==> config.mk <==
export PLATFORM = sky130hd
export DESIGN_NAME = ledps_supervisor
export DESIGN_NICKNAME = d
export VERILOG_FILES = /design/src/ledps_pkg.sv /design/src/ledps_supervisor.sv
export VERILOG_INCLUDE_DIRS = /design/src
export SDC_FILE = /design/constraint.sdc
export NUM_CORES = 1
export LEC_CHECK = 0
export ABC_AREA = 1
export BUFFER_PORTS_ARGS = -buffer_cell sky130_fd_sc_hd__buf_2
export CORE_UTILIZATION = 40
export CTS_CLUSTER_SIZE = 25
export DETAILED_ROUTE_END_ITERATION = 8
export SLEW_MARGIN = 20
export SYNTH_ARGS = -nofsm -noshare
export SYNTH_HDL_FRONTEND = slang
export SYNTH_SLANG_ARGS = --single-unit
export TNS_END_PERCENT = 10
==> constraint.sdc <==
create_clock -name ref_clk -period 2.3 [get_ports ref_clk]
set_input_delay 0.46 -clock ref_clk [delete_from_list [all_inputs] [get_ports ref_clk]]
set_output_delay 0.46 -clock ref_clk [all_outputs]
set_load 0.01 [all_outputs]
==> src/ledps_defines.svh <==
// timing constants of the led driver protection supervisor
// assumes ref_clk at 10 MHz; counts derive from times in ns
`ifndef LEDPS_DEFINES_SVH
`define LEDPS_DEFINES_SVH

// -----------------------------------------------------------------
// clock
// -----------------------------------------------------------------
`define LEDPS_CLK_NS 100

// -----------------------------------------------------------------
// times in ns
// -----------------------------------------------------------------
// least times: leading-edge blanking, overcurrent turn-off delay
`define LEDPS_LEB_NS 300
`define LEDPS_OCPD_NS 100
// longest times: on-time limit, off-time limit
`define LEDPS_ON_MAX_NS 20000
`define LEDPS_OFF_MAX_NS 30000
// short-circuit detection and thermistor timeout
`define LEDPS_SC_NS 2000000
`define LEDPS_NTC_TO_NS 5000000

// -----------------------------------------------------------------
// cycle counts (least rounds up, longest rounds down)
// -----------------------------------------------------------------
`define LEDPS_LEB_CYC \
  ((`LEDPS_LEB_NS + `LEDPS_CLK_NS - 1) / `LEDPS_CLK_NS)
`define LEDPS_OCPD_CYC \
  ((`LEDPS_OCPD_NS + `LEDPS_CLK_NS - 1) / `LEDPS_CLK_NS)
`define LEDPS_ON_MAX_CYC (`LEDPS_ON_MAX_NS / `LEDPS_CLK_NS)
`define LEDPS_OFF_MAX_CYC (`LEDPS_OFF_MAX_NS / `LEDPS_CLK_NS)
`define LEDPS_SC_CYC (`LEDPS_SC_NS / `LEDPS_CLK_NS)
`define LEDPS_NTC_TO_CYC (`LEDPS_NTC_TO_NS / `LEDPS_CLK_NS)

// -----------------------------------------------------------------
// widths
// -----------------------------------------------------------------
`define LEDPS_CNT_W 16
`define LEDPS_CMP_W 11

`endif

==> src/ledps_pkg.sv <==
// types of the led driver protection supervisor
// assumes ledps_defines.svh is on the include path
package ledps_pkg;
`include "ledps_defines.svh"

  // comparator levels, each high while its condition holds
  typedef struct packed {
    logic vcc_lt_rst;
    logic vcc_lt_stop;
    logic vcc_lt_regon;
    logic cs_peak;
    logic die_hot;
    logic die_cool;
    logic valley;
    logic ntc_gt_high;
    logic ntc_gt_low;
    logic ntc_lt_tstart;
    logic ntc_lt_tstop;
  } ledps_cmp_s;

  typedef enum logic [1:0] {
    PK_NOMINAL,
    PK_GRADED,
    PK_HALF,
    PK_ZERO
  } ledps_peak_e;

  typedef struct packed {
    logic gate;
    logic restart_en;
    logic regulator_en;
    logic short_fault;
    logic die_overheat;
    logic led_overtemp;
    logic pwm_off;
    ledps_peak_e peak_sel;
  } ledps_out_s;

  typedef enum logic [1:0] {
    CV_IDLE,
    CV_ON,
    CV_OCPD,
    CV_OFF
  } ledps_conv_e;

  typedef logic [`LEDPS_CNT_W-1:0] ledps_cnt_t;
  typedef logic [`LEDPS_CMP_W-1:0] ledps_vec_t;

  typedef struct packed {
    ledps_vec_t s1;
    ledps_vec_t s2;
    ledps_vec_t s3;
    ledps_vec_t stab;
    ledps_conv_e conv;
    ledps_cnt_t cnt;
    logic sc_run;
    ledps_cnt_t sc_cnt;
    logic tmr_run;
    ledps_cnt_t tmr_cnt;
    ledps_out_s o;
  } ledps_state_s;
endpackage

==> src/ledps_supervisor.sv <==
// protection and switch-gating supervisor of a boundary-conduction
// led converter
// assumes comparator levels arrive asynchronously from analog blocks;
// the gate output feeds the external switch driver
//
// Notes on behaviour
// - output short fault is latched and stops switching until power cycling
// - latched short fault clears while supply is below reset level
// - die and led overheat restart automatically once they clear
// - a switching cycle starts only while no fault is active
// - below stop level switching halts and high-voltage restart is enabled
// - current sense is ignored for the blanking time after turn-on
// - peak current turns the switch off after the propagation delay
// - die overheat stops switching until the release level is passed
// - switch turns off when the maximum on-time is reached
// - off-time limit without valley starts the short detect timer
// - valid valley or supply below stop level resets that timer
// - reaching the on-time limit also resets that timer
// - timer expiry without reset declares a short and latches the fault
// - auxiliary regulator is on while supply is below its enable level
// - thermistor above high threshold gives nominal peak current
// - between thresholds peak drops gradually to half at low threshold
// - thermistor below timer start level starts the timeout timer
// - timeout without reaching stop level flags led overheat and restarts
// - led overheat clears only above the thermistor high threshold
// - stop level reached in time forces zero current, no restart
// - zero current ends when thermistor rises above low threshold
`timescale 1ns/1ns
`include "ledps_defines.svh"

module ledps_supervisor #(
  parameter int LEB_CYC = `LEDPS_LEB_CYC,
  parameter int OCPD_CYC = `LEDPS_OCPD_CYC,
  parameter int ON_MAX_CYC = `LEDPS_ON_MAX_CYC,
  parameter int OFF_MAX_CYC = `LEDPS_OFF_MAX_CYC,
  parameter int SC_CYC = `LEDPS_SC_CYC,
  parameter int NTC_TO_CYC = `LEDPS_NTC_TO_CYC
) (
  input wire logic ref_clk,
  input wire logic rstn,
  input wire ledps_pkg::ledps_cmp_s cmp_in,
  output ledps_pkg::ledps_out_s status
);
  import ledps_pkg::*;

  // -----------------------------------------------------------------
  // state
  // -----------------------------------------------------------------
  ledps_state_s st_reg;
  ledps_state_s st_next;
  ledps_cmp_s lv;
  ledps_vec_t agree;
  logic fault;
  logic sc_rst;
  logic sc_start;
  logic sc_expire;
  logic onmax_ev;
  logic valley_ev;
  logic offmax_ev;

  assign lv = st_reg.stab;
  assign status = st_reg.o;

  // -----------------------------------------------------------------
  // next-state logic
  // -----------------------------------------------------------------
  always_comb begin
    st_next = st_reg;
    onmax_ev = 1'b0;
    valley_ev = 1'b0;
    offmax_ev = 1'b0;

    // three-stage synchroniser; a level counts once stages 2 and 3 agree
    st_next.s1 = cmp_in;
    st_next.s2 = st_reg.s1;
    st_next.s3 = st_reg.s2;
    agree = ~(st_reg.s2 ^ st_reg.s3);
    st_next.stab = (agree & st_reg.s3) | (~agree & st_reg.stab);

    // die overheat with hysteresis, restarts by itself
    if (lv.die_hot) begin
      st_next.o.die_overheat = 1'b1;
    end else if (lv.die_cool) begin
      st_next.o.die_overheat = 1'b0;
    end

    // auxiliary supply regulator
    st_next.o.regulator_en = lv.vcc_lt_regon;

    // thermistor releases
    if (st_reg.o.pwm_off && lv.ntc_gt_low) begin
      st_next.o.pwm_off = 1'b0;
    end
    if (st_reg.o.led_overtemp && lv.ntc_gt_high) begin
      st_next.o.led_overtemp = 1'b0;
    end

    // thermistor timeout separates overheat from external pull-down
    if (st_reg.tmr_run) begin
      if (lv.ntc_lt_tstop) begin
        st_next.o.pwm_off = 1'b1;
        st_next.tmr_run = 1'b0;
      end else if (st_reg.tmr_cnt == ledps_cnt_t'(NTC_TO_CYC - 1)) begin
        st_next.o.led_overtemp = 1'b1;
        st_next.tmr_run = 1'b0;
      end else if (!lv.ntc_lt_tstart) begin
        st_next.tmr_run = 1'b0;
      end else begin
        st_next.tmr_cnt = st_reg.tmr_cnt + 1'b1;
      end
    end else if (lv.ntc_lt_tstart && !st_reg.o.pwm_off &&
                 !st_reg.o.led_overtemp) begin
      st_next.tmr_run = 1'b1;
      st_next.tmr_cnt = '0;
    end

    // peak current reference from thermistor level
    if (st_next.o.pwm_off) begin
      st_next.o.peak_sel = PK_ZERO;
    end else if (lv.ntc_gt_high) begin
      st_next.o.peak_sel = PK_NOMINAL;
    end else if (lv.ntc_gt_low) begin
      st_next.o.peak_sel = PK_GRADED;
    end else begin
      st_next.o.peak_sel = PK_HALF;
    end

    // high-voltage restart source
    st_next.o.restart_en = lv.vcc_lt_stop | st_next.o.led_overtemp;

    // any active fault blocks switching
    fault = st_reg.o.short_fault | st_reg.o.die_overheat |
            st_reg.o.led_overtemp | st_reg.o.pwm_off | lv.vcc_lt_stop;

    // converter cycle
    case (st_reg.conv)
      CV_IDLE: begin
        st_next.o.gate = 1'b0;
        if (!fault) begin
          st_next.conv = CV_ON;
          st_next.cnt = '0;
          st_next.o.gate = 1'b1;
        end
      end
      CV_ON: begin
        if (fault) begin
          st_next.conv = CV_IDLE;
          st_next.o.gate = 1'b0;
        end else if (st_reg.cnt == ledps_cnt_t'(ON_MAX_CYC - 1)) begin
          onmax_ev = 1'b1;
          st_next.conv = CV_OFF;
          st_next.cnt = '0;
          st_next.o.gate = 1'b0;
        end else if (lv.cs_peak &&
                     st_reg.cnt >= ledps_cnt_t'(LEB_CYC)) begin
          st_next.conv = CV_OCPD;
          st_next.cnt = '0;
        end else begin
          st_next.cnt = st_reg.cnt + 1'b1;
        end
      end
      CV_OCPD: begin
        if (fault) begin
          st_next.conv = CV_IDLE;
          st_next.o.gate = 1'b0;
        end else if (st_reg.cnt == ledps_cnt_t'(OCPD_CYC - 1)) begin
          st_next.conv = CV_OFF;
          st_next.cnt = '0;
          st_next.o.gate = 1'b0;
        end else begin
          st_next.cnt = st_reg.cnt + 1'b1;
        end
      end
      CV_OFF: begin
        st_next.o.gate = 1'b0;
        if (lv.valley ||
            st_reg.cnt == ledps_cnt_t'(OFF_MAX_CYC - 1)) begin
          valley_ev = lv.valley;
          offmax_ev = !lv.valley;
          st_next.cnt = '0;
          if (fault) begin
            st_next.conv = CV_IDLE;
          end else begin
            st_next.conv = CV_ON;
            st_next.o.gate = 1'b1;
          end
        end else begin
          st_next.cnt = st_reg.cnt + 1'b1;
        end
      end
      default: begin
        st_next.conv = CV_IDLE;
        st_next.o.gate = 1'b0;
      end
    endcase

    // short detect timer
    sc_rst = valley_ev | lv.vcc_lt_stop | onmax_ev;
    sc_start = offmax_ev;
    sc_expire = 1'b0;
    if (sc_rst) begin
      st_next.sc_run = 1'b0;
    end else if (st_reg.sc_run) begin
      if (st_reg.sc_cnt == ledps_cnt_t'(SC_CYC - 1)) begin
        sc_expire = 1'b1;
        st_next.sc_run = 1'b0;
      end else begin
        st_next.sc_cnt = st_reg.sc_cnt + 1'b1;
      end
    end else if (sc_start) begin
      st_next.sc_run = 1'b1;
      st_next.sc_cnt = '0;
    end

    // latched short fault; a new expiry wins over the reset level
    if (lv.vcc_lt_rst) begin
      st_next.o.short_fault = 1'b0;
    end
    if (sc_expire) begin
      st_next.o.short_fault = 1'b1;
    end
  end

  // -----------------------------------------------------------------
  // registers
  // -----------------------------------------------------------------
  always_ff @(posedge ref_clk) begin
    if (!rstn) begin
      st_reg <= '0;
    end else begin
      st_reg <= st_next;
    end
  end

  // -----------------------------------------------------------------
  // checks
  // -----------------------------------------------------------------
  blank_ignore_a: assert property (
    @(posedge ref_clk) disable iff (!rstn)
    (st_reg.conv == CV_ON && st_reg.cnt < ledps_cnt_t'(LEB_CYC))
      |=> st_reg.conv != CV_OCPD)
    else $error("current sense taken inside blanking");

  ocp_off_a: assert property (
    @(posedge ref_clk) disable iff (!rstn)
    (st_reg.conv == CV_OCPD && !fault &&
     st_reg.cnt == ledps_cnt_t'(OCPD_CYC - 1))
      |=> !status.gate && st_reg.conv == CV_OFF)
    else $error("switch not off after overcurrent delay");

  on_limit_a: assert property (
    @(posedge ref_clk) disable iff (!rstn)
    (st_reg.conv == CV_ON && !fault &&
     st_reg.cnt == ledps_cnt_t'(ON_MAX_CYC - 1))
      |=> !status.gate && !st_reg.sc_run)
    else $error("on-time limit missed");

  sc_start_a: assert property (
    @(posedge ref_clk) disable iff (!rstn)
    (st_reg.conv == CV_OFF && !lv.valley && !lv.vcc_lt_stop &&
     !st_reg.sc_run && st_reg.cnt == ledps_cnt_t'(OFF_MAX_CYC - 1))
      |=> st_reg.sc_run && st_reg.sc_cnt == '0)
    else $error("short timer not started");

  sc_reset_a: assert property (
    @(posedge ref_clk) disable iff (!rstn)
    lv.vcc_lt_stop |=> !st_reg.sc_run)
    else $error("short timer runs below stop level");

  sc_latch_a: assert property (
    @(posedge ref_clk) disable iff (!rstn)
    (st_reg.sc_run && !sc_rst &&
     st_reg.sc_cnt == ledps_cnt_t'(SC_CYC - 1))
      |=> status.short_fault ##1 !status.gate)
    else $error("short expiry not latched");

  latch_hold_a: assert property (
    @(posedge ref_clk) disable iff (!rstn)
    (status.short_fault && !lv.vcc_lt_rst) |=> status.short_fault)
    else $error("short fault dropped without reset level");

  latch_clear_a: assert property (
    @(posedge ref_clk) disable iff (!rstn)
    (lv.vcc_lt_rst && !sc_expire) |=> !status.short_fault)
    else $error("short fault kept below reset level");

  no_start_a: assert property (
    @(posedge ref_clk) disable iff (!rstn)
    fault |=> !status.gate)
    else $error("switching during a fault");

  regulator_a: assert property (
    @(posedge ref_clk) disable iff (!rstn)
    ##1 status.regulator_en == $past(lv.vcc_lt_regon))
    else $error("regulator enable wrong");

  led_restart_a: assert property (
    @(posedge ref_clk) disable iff (!rstn)
    status.led_overtemp |-> status.restart_en && !status.pwm_off)
    else $error("led overheat without restart");

  pwm_zero_a: assert property (
    @(posedge ref_clk) disable iff (!rstn)
    status.pwm_off |-> status.peak_sel == PK_ZERO &&
      (!status.restart_en || $past(lv.vcc_lt_stop)))
    else $error("pwm off without zero current");

  die_trip_a: assert property (
    @(posedge ref_clk) disable iff (!rstn)
    lv.die_hot |=> status.die_overheat)
    else $error("die overheat not raised");

  die_release_a: assert property (
    @(posedge ref_clk) disable iff (!rstn)
    (!lv.die_hot && lv.die_cool) |=> !status.die_overheat)
    else $error("die overheat not released");

  ntc_timer_a: assert property (
    @(posedge ref_clk) disable iff (!rstn)
    (lv.ntc_lt_tstart && !st_reg.tmr_run && !status.pwm_off &&
     !status.led_overtemp)
      |=> st_reg.tmr_run && st_reg.tmr_cnt == '0)
    else $error("thermistor timer not started");

  ntc_timeout_a: assert property (
    @(posedge ref_clk) disable iff (!rstn)
    (st_reg.tmr_run && !lv.ntc_lt_tstop &&
     st_reg.tmr_cnt == ledps_cnt_t'(NTC_TO_CYC - 1))
      |=> status.led_overtemp && status.restart_en && !st_reg.tmr_run)
    else $error("thermistor timeout not flagged");

  pwm_release_a: assert property (
    @(posedge ref_clk) disable iff (!rstn)
    (status.pwm_off && lv.ntc_gt_low) |=> !status.pwm_off)
    else $error("pwm off kept above low threshold");

  led_hold_a: assert property (
    @(posedge ref_clk) disable iff (!rstn)
    (status.led_overtemp && !lv.ntc_gt_high) |=> status.led_overtemp)
    else $error("led overheat dropped below high threshold");

  peak_nominal_a: assert property (
    @(posedge ref_clk) disable iff (!rstn)
    (!status.pwm_off && !st_reg.tmr_run && lv.ntc_gt_high)
      |=> status.peak_sel == PK_NOMINAL)
    else $error("nominal peak not selected");

  sync_agree_a: assert property (
    @(posedge ref_clk) disable iff (!rstn)
    (st_reg.s2 == st_reg.s3) |=> st_reg.stab == $past(st_reg.s3))
    else $error("agreed level not taken");

endmodule // ledps_supervisor

==> metrics, run 1 <==
status=completed; DR pass1 iterations=6; CTS tree=done; Antenna Nets Post-Route=0; critical path startpoint category=flop; Syn Area/Cell=6.65 um^2; Critical-path top delay cell=dfxtp_1; post-synthesis sequential area ratio=0.411; Power Density=696 nW/um^2; via count=4,575; clk root buf=clkbuf_16; top_reg_cell synth=dfxtp_1; Layout Area Growth over Synthesis=10.3%; clock sink total=105; IO buf count=21; Reg clk slew, reported paths=0.07 ns; syn_nets=786; initial DRC count=289; Remaining Overflow, GRT=0; Post-synth EDFFs=0; Nets=799; TritonCTS Buffers=9; CP endpoint kind=flop; htree depth=3; Synth async-reset ratio=0; final hold vios=0; final setup margin=0.315 ns; LEAKAGE=2.41 nW; fmax=0.504 GHz; worst min path class=in -> reg; HPWL Detailed=7.47 mm; hold path startpoint=cmp_in[6]; reg2reg start=st_reg[43]$_SDFFE_PN0P_; post-synth top area share=0.411; Post-synth top cells=193 x nand2_1, 119 x nor2_1, 105 x dfxtp_1; Yosys cell types=37; worst vdd ir=0.576 mV; Rel. slew slack=0.697; Tot GR Track Use=0.170; Top Ports=22; antenna violations before repair=0; fill count=1,267; Multi-input gate area=2430 um^2; CP most frequent cell=nand2_1; Synth area leader=dfxtp_1; DR WL/cell=10.8 um; initial core utilization=0.417; clk_lat worst skew=0.35 ns; Yosys reg bits=105; largest net degree at the start of global routing=48; CTS max path bufs=2; most numerous cell in the Yosys netlist=nand2_1; RSZ-0062 raised after global routing=false; Setup TNS Final=0 ns; Core Area=12,300 um^2; Die Width=115 um; # Max-Cap Violations=0; routed wire length=10.3 mm; CP max FO=11; Die H=115 um; die area=13,200 um^2; GP Congestion=0.904; pre-CTS worst setup slack=0.319 ns; CP Cell Sequence=ha_1 -> nand3_1 -> nor2_2 -> nand2_1 -> nand2_1 -> nand2_1 -> inv_1 -> nand2_2 -> o21ai_2 -> nor2_1; Tcrit/Tclk final=0.863; cells after synthesis=769; sequential cell area=2100 um^2; clock skew after layout=0.00483 ns; Slew Limit Fails=0; Max stage delay on crit path=0.42 ns; number of gates resized after CTS=0; Mapped Area=5110 um^2; Least-Margin Pin Slew=0.454 ns; CP Launch Point=st_reg[43]$_SDFFE_PN0P_; # setup viols final=0; Post-CTS Hold Fix Bufs=0; Vias per Instance=4.79; first-pass GRT wire length=18.0 mm; clock period minus final worst setup slack=1.99 ns; CP Class=reg -> reg; synth warn=0; crit path DAT=2.21 ns; # rows=40; antenna diode count=0; Synth area leaders=dfxtp_1 41%, nand2_1 14%, nor2_1 8.7%, inv_1 7.6%, nand3_1 5.6%; layout cells sized above 1=0.0877; Setup Fix Bufs, Post-CTS=0; number of global-route vias before repair=4,084; # DRC=0; Worst EP required=2.53 ns
## area by class of cell
| class | instances | area share |
|---|---|---|
| multi-input cells | 526 | 0.431 |
| flip-flops and latches | 105 | 0.373 |
| inverters | 109 | 0.0725 |
| clock buffers | 10 | 0.0424 |
| well taps | 168 | 0.0373 |
| repair buffers | 31 | 0.0319 |
| clock inverters | 6 | 0.0122 |
## metal layers
layer | global-route usage | wire, um | vias to the layer above
li1 | - | - | 2419
met1 | 0.212 | 5120 | 2072
met2 | 0.284 | 4690 | 72
met3 | 0.0490 | 390 | 12
met4 | 0.0511 | 106 | 0
met5 | 0 | 0 | -
## metrics by stage
step	cell area [um^2]	hold slack [ns]	total power (W)	utilization	cells
2_1_floorplan	5110	0.390	0.00234	-	769
3_3_place_gp	5330	0.395	0.00244	0.435	939
3_5_place_dp	5330	0.399	0.00244	0.435	939
4_1_cts	5640	0.271	0.00398	0.460	955
5_1_grt	5640	0.280	0.00414	0.460	955
6_report	5640	0.284	0.00392	0.460	955
## critical path, delay by kind of cell, from the launching register on
family | cells | cell delay, ns
adders and majority gates | 1 | 0.28
buffers and inverters | 1 | 0.06
DFF | 1 | 0.42
and+or+nand+nor | 7 | 0.71
AOI/OAI and AO/OA | 1 | 0.39
## worst paths after layout
path              cells after the start  slack (ns)                       to
hold reg to reg                       2        0.41   st_next[76]$_SDFF_PN0_
setup / recovery                     10        0.31  st_reg[55]$_SDFFE_PN0P_
setup reg to reg                     10        0.31  st_reg[55]$_SDFFE_PN0P_
hold / removal                        3        0.28   st_next[89]$_SDFF_PN0_
## power by group
group	switching, W	internal (W)	total, W
Sequential	0.0000495	0.00188	0.00193
Clock	0.000734	0.000798	0.00153
Combinational	0.000293	0.000170	0.000463
## layout by cell type (no fill, tap or decap), types with 2 or more instances in the layout
cell       synthesis  layout
nand2_1          193     193
nor2_1           119     119
dfxtp_1          105     105
inv_1            103     103
nand3_1           57      57
a21oi_1           51      51
o21ai_0           25      25
buf_2              3      21
nand4_1           17      17
nor3_1            13      13
xor2_1            11      11
buf_4             12      10
clkbuf_16          0       9
nor2_2             5       5
inv_2              5       5
nand2_2            4       4
o21bai_1           4       4
ha_1               4       4
and2_1             3       3
xnor2_1            3       3
nand3_2            2       2
nand3b_1           2       2
inv_6              0       2
clkinv_8           0       2
## kinds of logic after synthesis
logic type | synth area share
AO/OA/AOI/OAI | 0.0949
adder cells (fa/ha/maj) | 0.00979
AND/OR/NAND/NOR | 0.347
XOR/XNOR | 0.0240
flip-flops | 0.411
buffers and inverters | 0.114
Note: power is estimated with default switching activity, not from simulation.
==> run 2, diff against run 1 <==
BUFFER_PORTS_ARGS = -buffer_cell sky130_fd_sc_hd__buf_4   (was -buffer_cell sky130_fd_sc_hd__buf_2)
==> run 2 against run 1 <==
  * Flip-flop and latch count stayed put
  * Power down 2.1%
  * Sequential power about the same
  * Sequential share of layout area did not move
  * Clock power decreased by 6%
  * Critical path depth unchanged
  * Routed wire length grew 0.33%
  * Die area did not move
==> metrics, run 2 (synthesized netlist as in run 1, its figures left out) <==
status=completed; met3 Resource Use GR=0.0459 (-0.00316); number of gates resized after CTS=0 (unchanged); Post-CTS Hold Fix Bufs=0 (unchanged); met1 usage=0.230 (+0.0176); RSZ-0062 raised after global routing=false; Worst EP required=2.52 ns (about the same); Layout Area Growth over Synthesis=10.3% (unchanged); first-pass GRT wire length=18.2 mm (+0.84%); critical path startpoint category=flop; sequential cell area=2100 um^2 (unchanged); layout cells sized above 1=0.0817 (-0.00594); htree depth=3 (unchanged); Reg clk slew, reported paths=0.07 ns (about the same); DR pass1 iterations=5 (-1); Die Width=115 um (unchanged); routed wire length=10.3 mm (+0.33%); Power Density=681 nW/um^2 (-2.1%); antenna violations before repair=0 (unchanged); Tot GR Track Use=0.172 (+0.00209); Slew Limit Fails=0 (unchanged); Setup TNS Final=0 ns (unchanged); Vias per Instance=4.70 (-1.8%); Nets=796 (-0.38%); antenna diode count=0 (unchanged); Rel. slew slack=0.683 (-0.0138); # DRC=0 (unchanged); clock sink total=105 (unchanged); Remaining Overflow, GRT=0 (unchanged); CTS tree=done; initial DRC count=311 (+7.6%); clk_lat worst skew=0.35 ns (about the same); worst vdd ir=0.690 mV (+20%); crit path DAT=2.19 ns (-0.02 ns); Die H=115 um (unchanged); Cell Area, Placed=5360 um^2 (+0.56%); fill count=1,247 (-1.6%); final hold vios=0 (unchanged); Tcrit/Tclk final=0.857 (-0.00613); DR WL/cell=10.9 um (+0.75%); largest net degree at the start of global routing=49 (+2.1%); Finished Cell Area=5640 um^2 (unchanged); IO buf count=21 (unchanged); # rows=40 (unchanged); Core Area=12,300 um^2 (unchanged); LEAKAGE=2.39 nW (-0.55%); met2 usage=0.275 (-0.00843); CTS max path bufs=2 (unchanged); # Max-Cap Violations=0 (unchanged); flop2flop setup slack=0.33 ns (about the same); GP Congestion=0.893 (-1.2%); worst min path class=in -> reg; most common cell after layout, fill and taps aside=nand2_1; TritonCTS Buffers=9 (unchanged); Most Used Layer, Global Route=met2; total power=0.00384 W (-2.1%); # setup viols final=0 (unchanged); CP endpoint kind=flop; Setup Fix Bufs, Post-CTS=0 (unchanged); HPWL Detailed=7.33 mm (-1.9%); CP max FO=11 (unchanged); clock skew after layout=0.0106 ns (+0.00577 ns); Top Ports=22 (unchanged); fmax=0.507 GHz (+0.72%); via count=4,472 (-2.3%); Multi-input gate area=2430 um^2 (unchanged); clk root buf=clkbuf_16; die area=13,200 um^2 (unchanged); Antenna Nets Post-Route=0 (unchanged); initial core utilization=0.417 (unchanged); Least-Margin Pin Slew=0.475 ns (+0.0207 ns); CP Class=reg -> reg; number of global-route vias before repair=4,045 (-0.95%); clock period minus final worst setup slack=1.97 ns (-0.0141 ns); most frequent cells in the layout=193 x nand2_1, 119 x nor2_1, 105 x dfxtp_1, 103 x inv_1, 57 x nand3_1
## run 2: cell types whose count changed in the layout (fill, tap and decap cells not counted)
cell / delta
buf_2: -21
buf_4: +18
clkinv_4: +2
clkinv_8: -2
clkbuf_1: +1
clkbuf_8: -1
clkinvlp_4: -1
inv_6: -1
inv_8: +1
## run 2: worst max-delay path, cell delays in order (launching register included)
cell and delay [ns]:
dfxtp_1 0.42, ha_1 0.26, nand3_1 0.11, nor2_2 0.15, nand2_1 0.08, nand2_1 0.10, nand2_1 0.06, inv_1 0.06
nand2_2 0.10, o21ai_2 0.41, nor2_1 0.10
## run 2: metrics by stage
| step | worst slack [ns] | std cells | utilization | hold WS (ns) |
|---|---|---|---|---|
| after global placement | 0.393 | 936 | 0.437 | 0.393 |
| after global routing | 0.104 | 951 | 0.460 | 0.281 |
| after floorplan | 0.678 | 769 | - | 0.390 |
| after CTS | 0.321 | 951 | 0.460 | 0.279 |
| final | 0.329 | 951 | 0.460 | 0.294 |
| after detailed placement | 0.346 | 936 | 0.437 | 0.399 |
## run 2: final cells by class
cell class	instances	area share
Sequential cell	105	0.373
Timing Repair Buffer	28	0.0373
Clock buffer	10	0.0406
Multi-Input combinational cell	526	0.431
Tap cell	168	0.0373
Clock inverter	5	0.00865
Inverter	109	0.0725
## run 2: routing by layer
metal | part of all wire | up-vias
li1 | - | 2422
met1 | 0.52 | 1995
met2 | 0.45 | 53
met3 | 0.025 | 2
met4 | 0.0044 | 0
met5 | 0 | -
## run 2: path summary, 6_finish.rpt
kind | start | to | cells past startpoint
max | st_reg[43]$_SDFFE_PN0P_ | st_reg[55]$_SDFFE_PN0P_ | 10
min | cmp_in[8] | st_next[91]$_SDFF_PN0_ | 3
max reg2reg | st_reg[43]$_SDFFE_PN0P_ | st_reg[55]$_SDFFE_PN0P_ | 10
min reg2reg | st_next[87]$_SDFF_PN0_ | st_next[76]$_SDFF_PN0_ | 2
## run 2: power breakdown
group	internal (W)	switching, W
Sequential	0.00188	0.0000508
Combinational	0.000177	0.000289
Clock	0.000752	0.000692
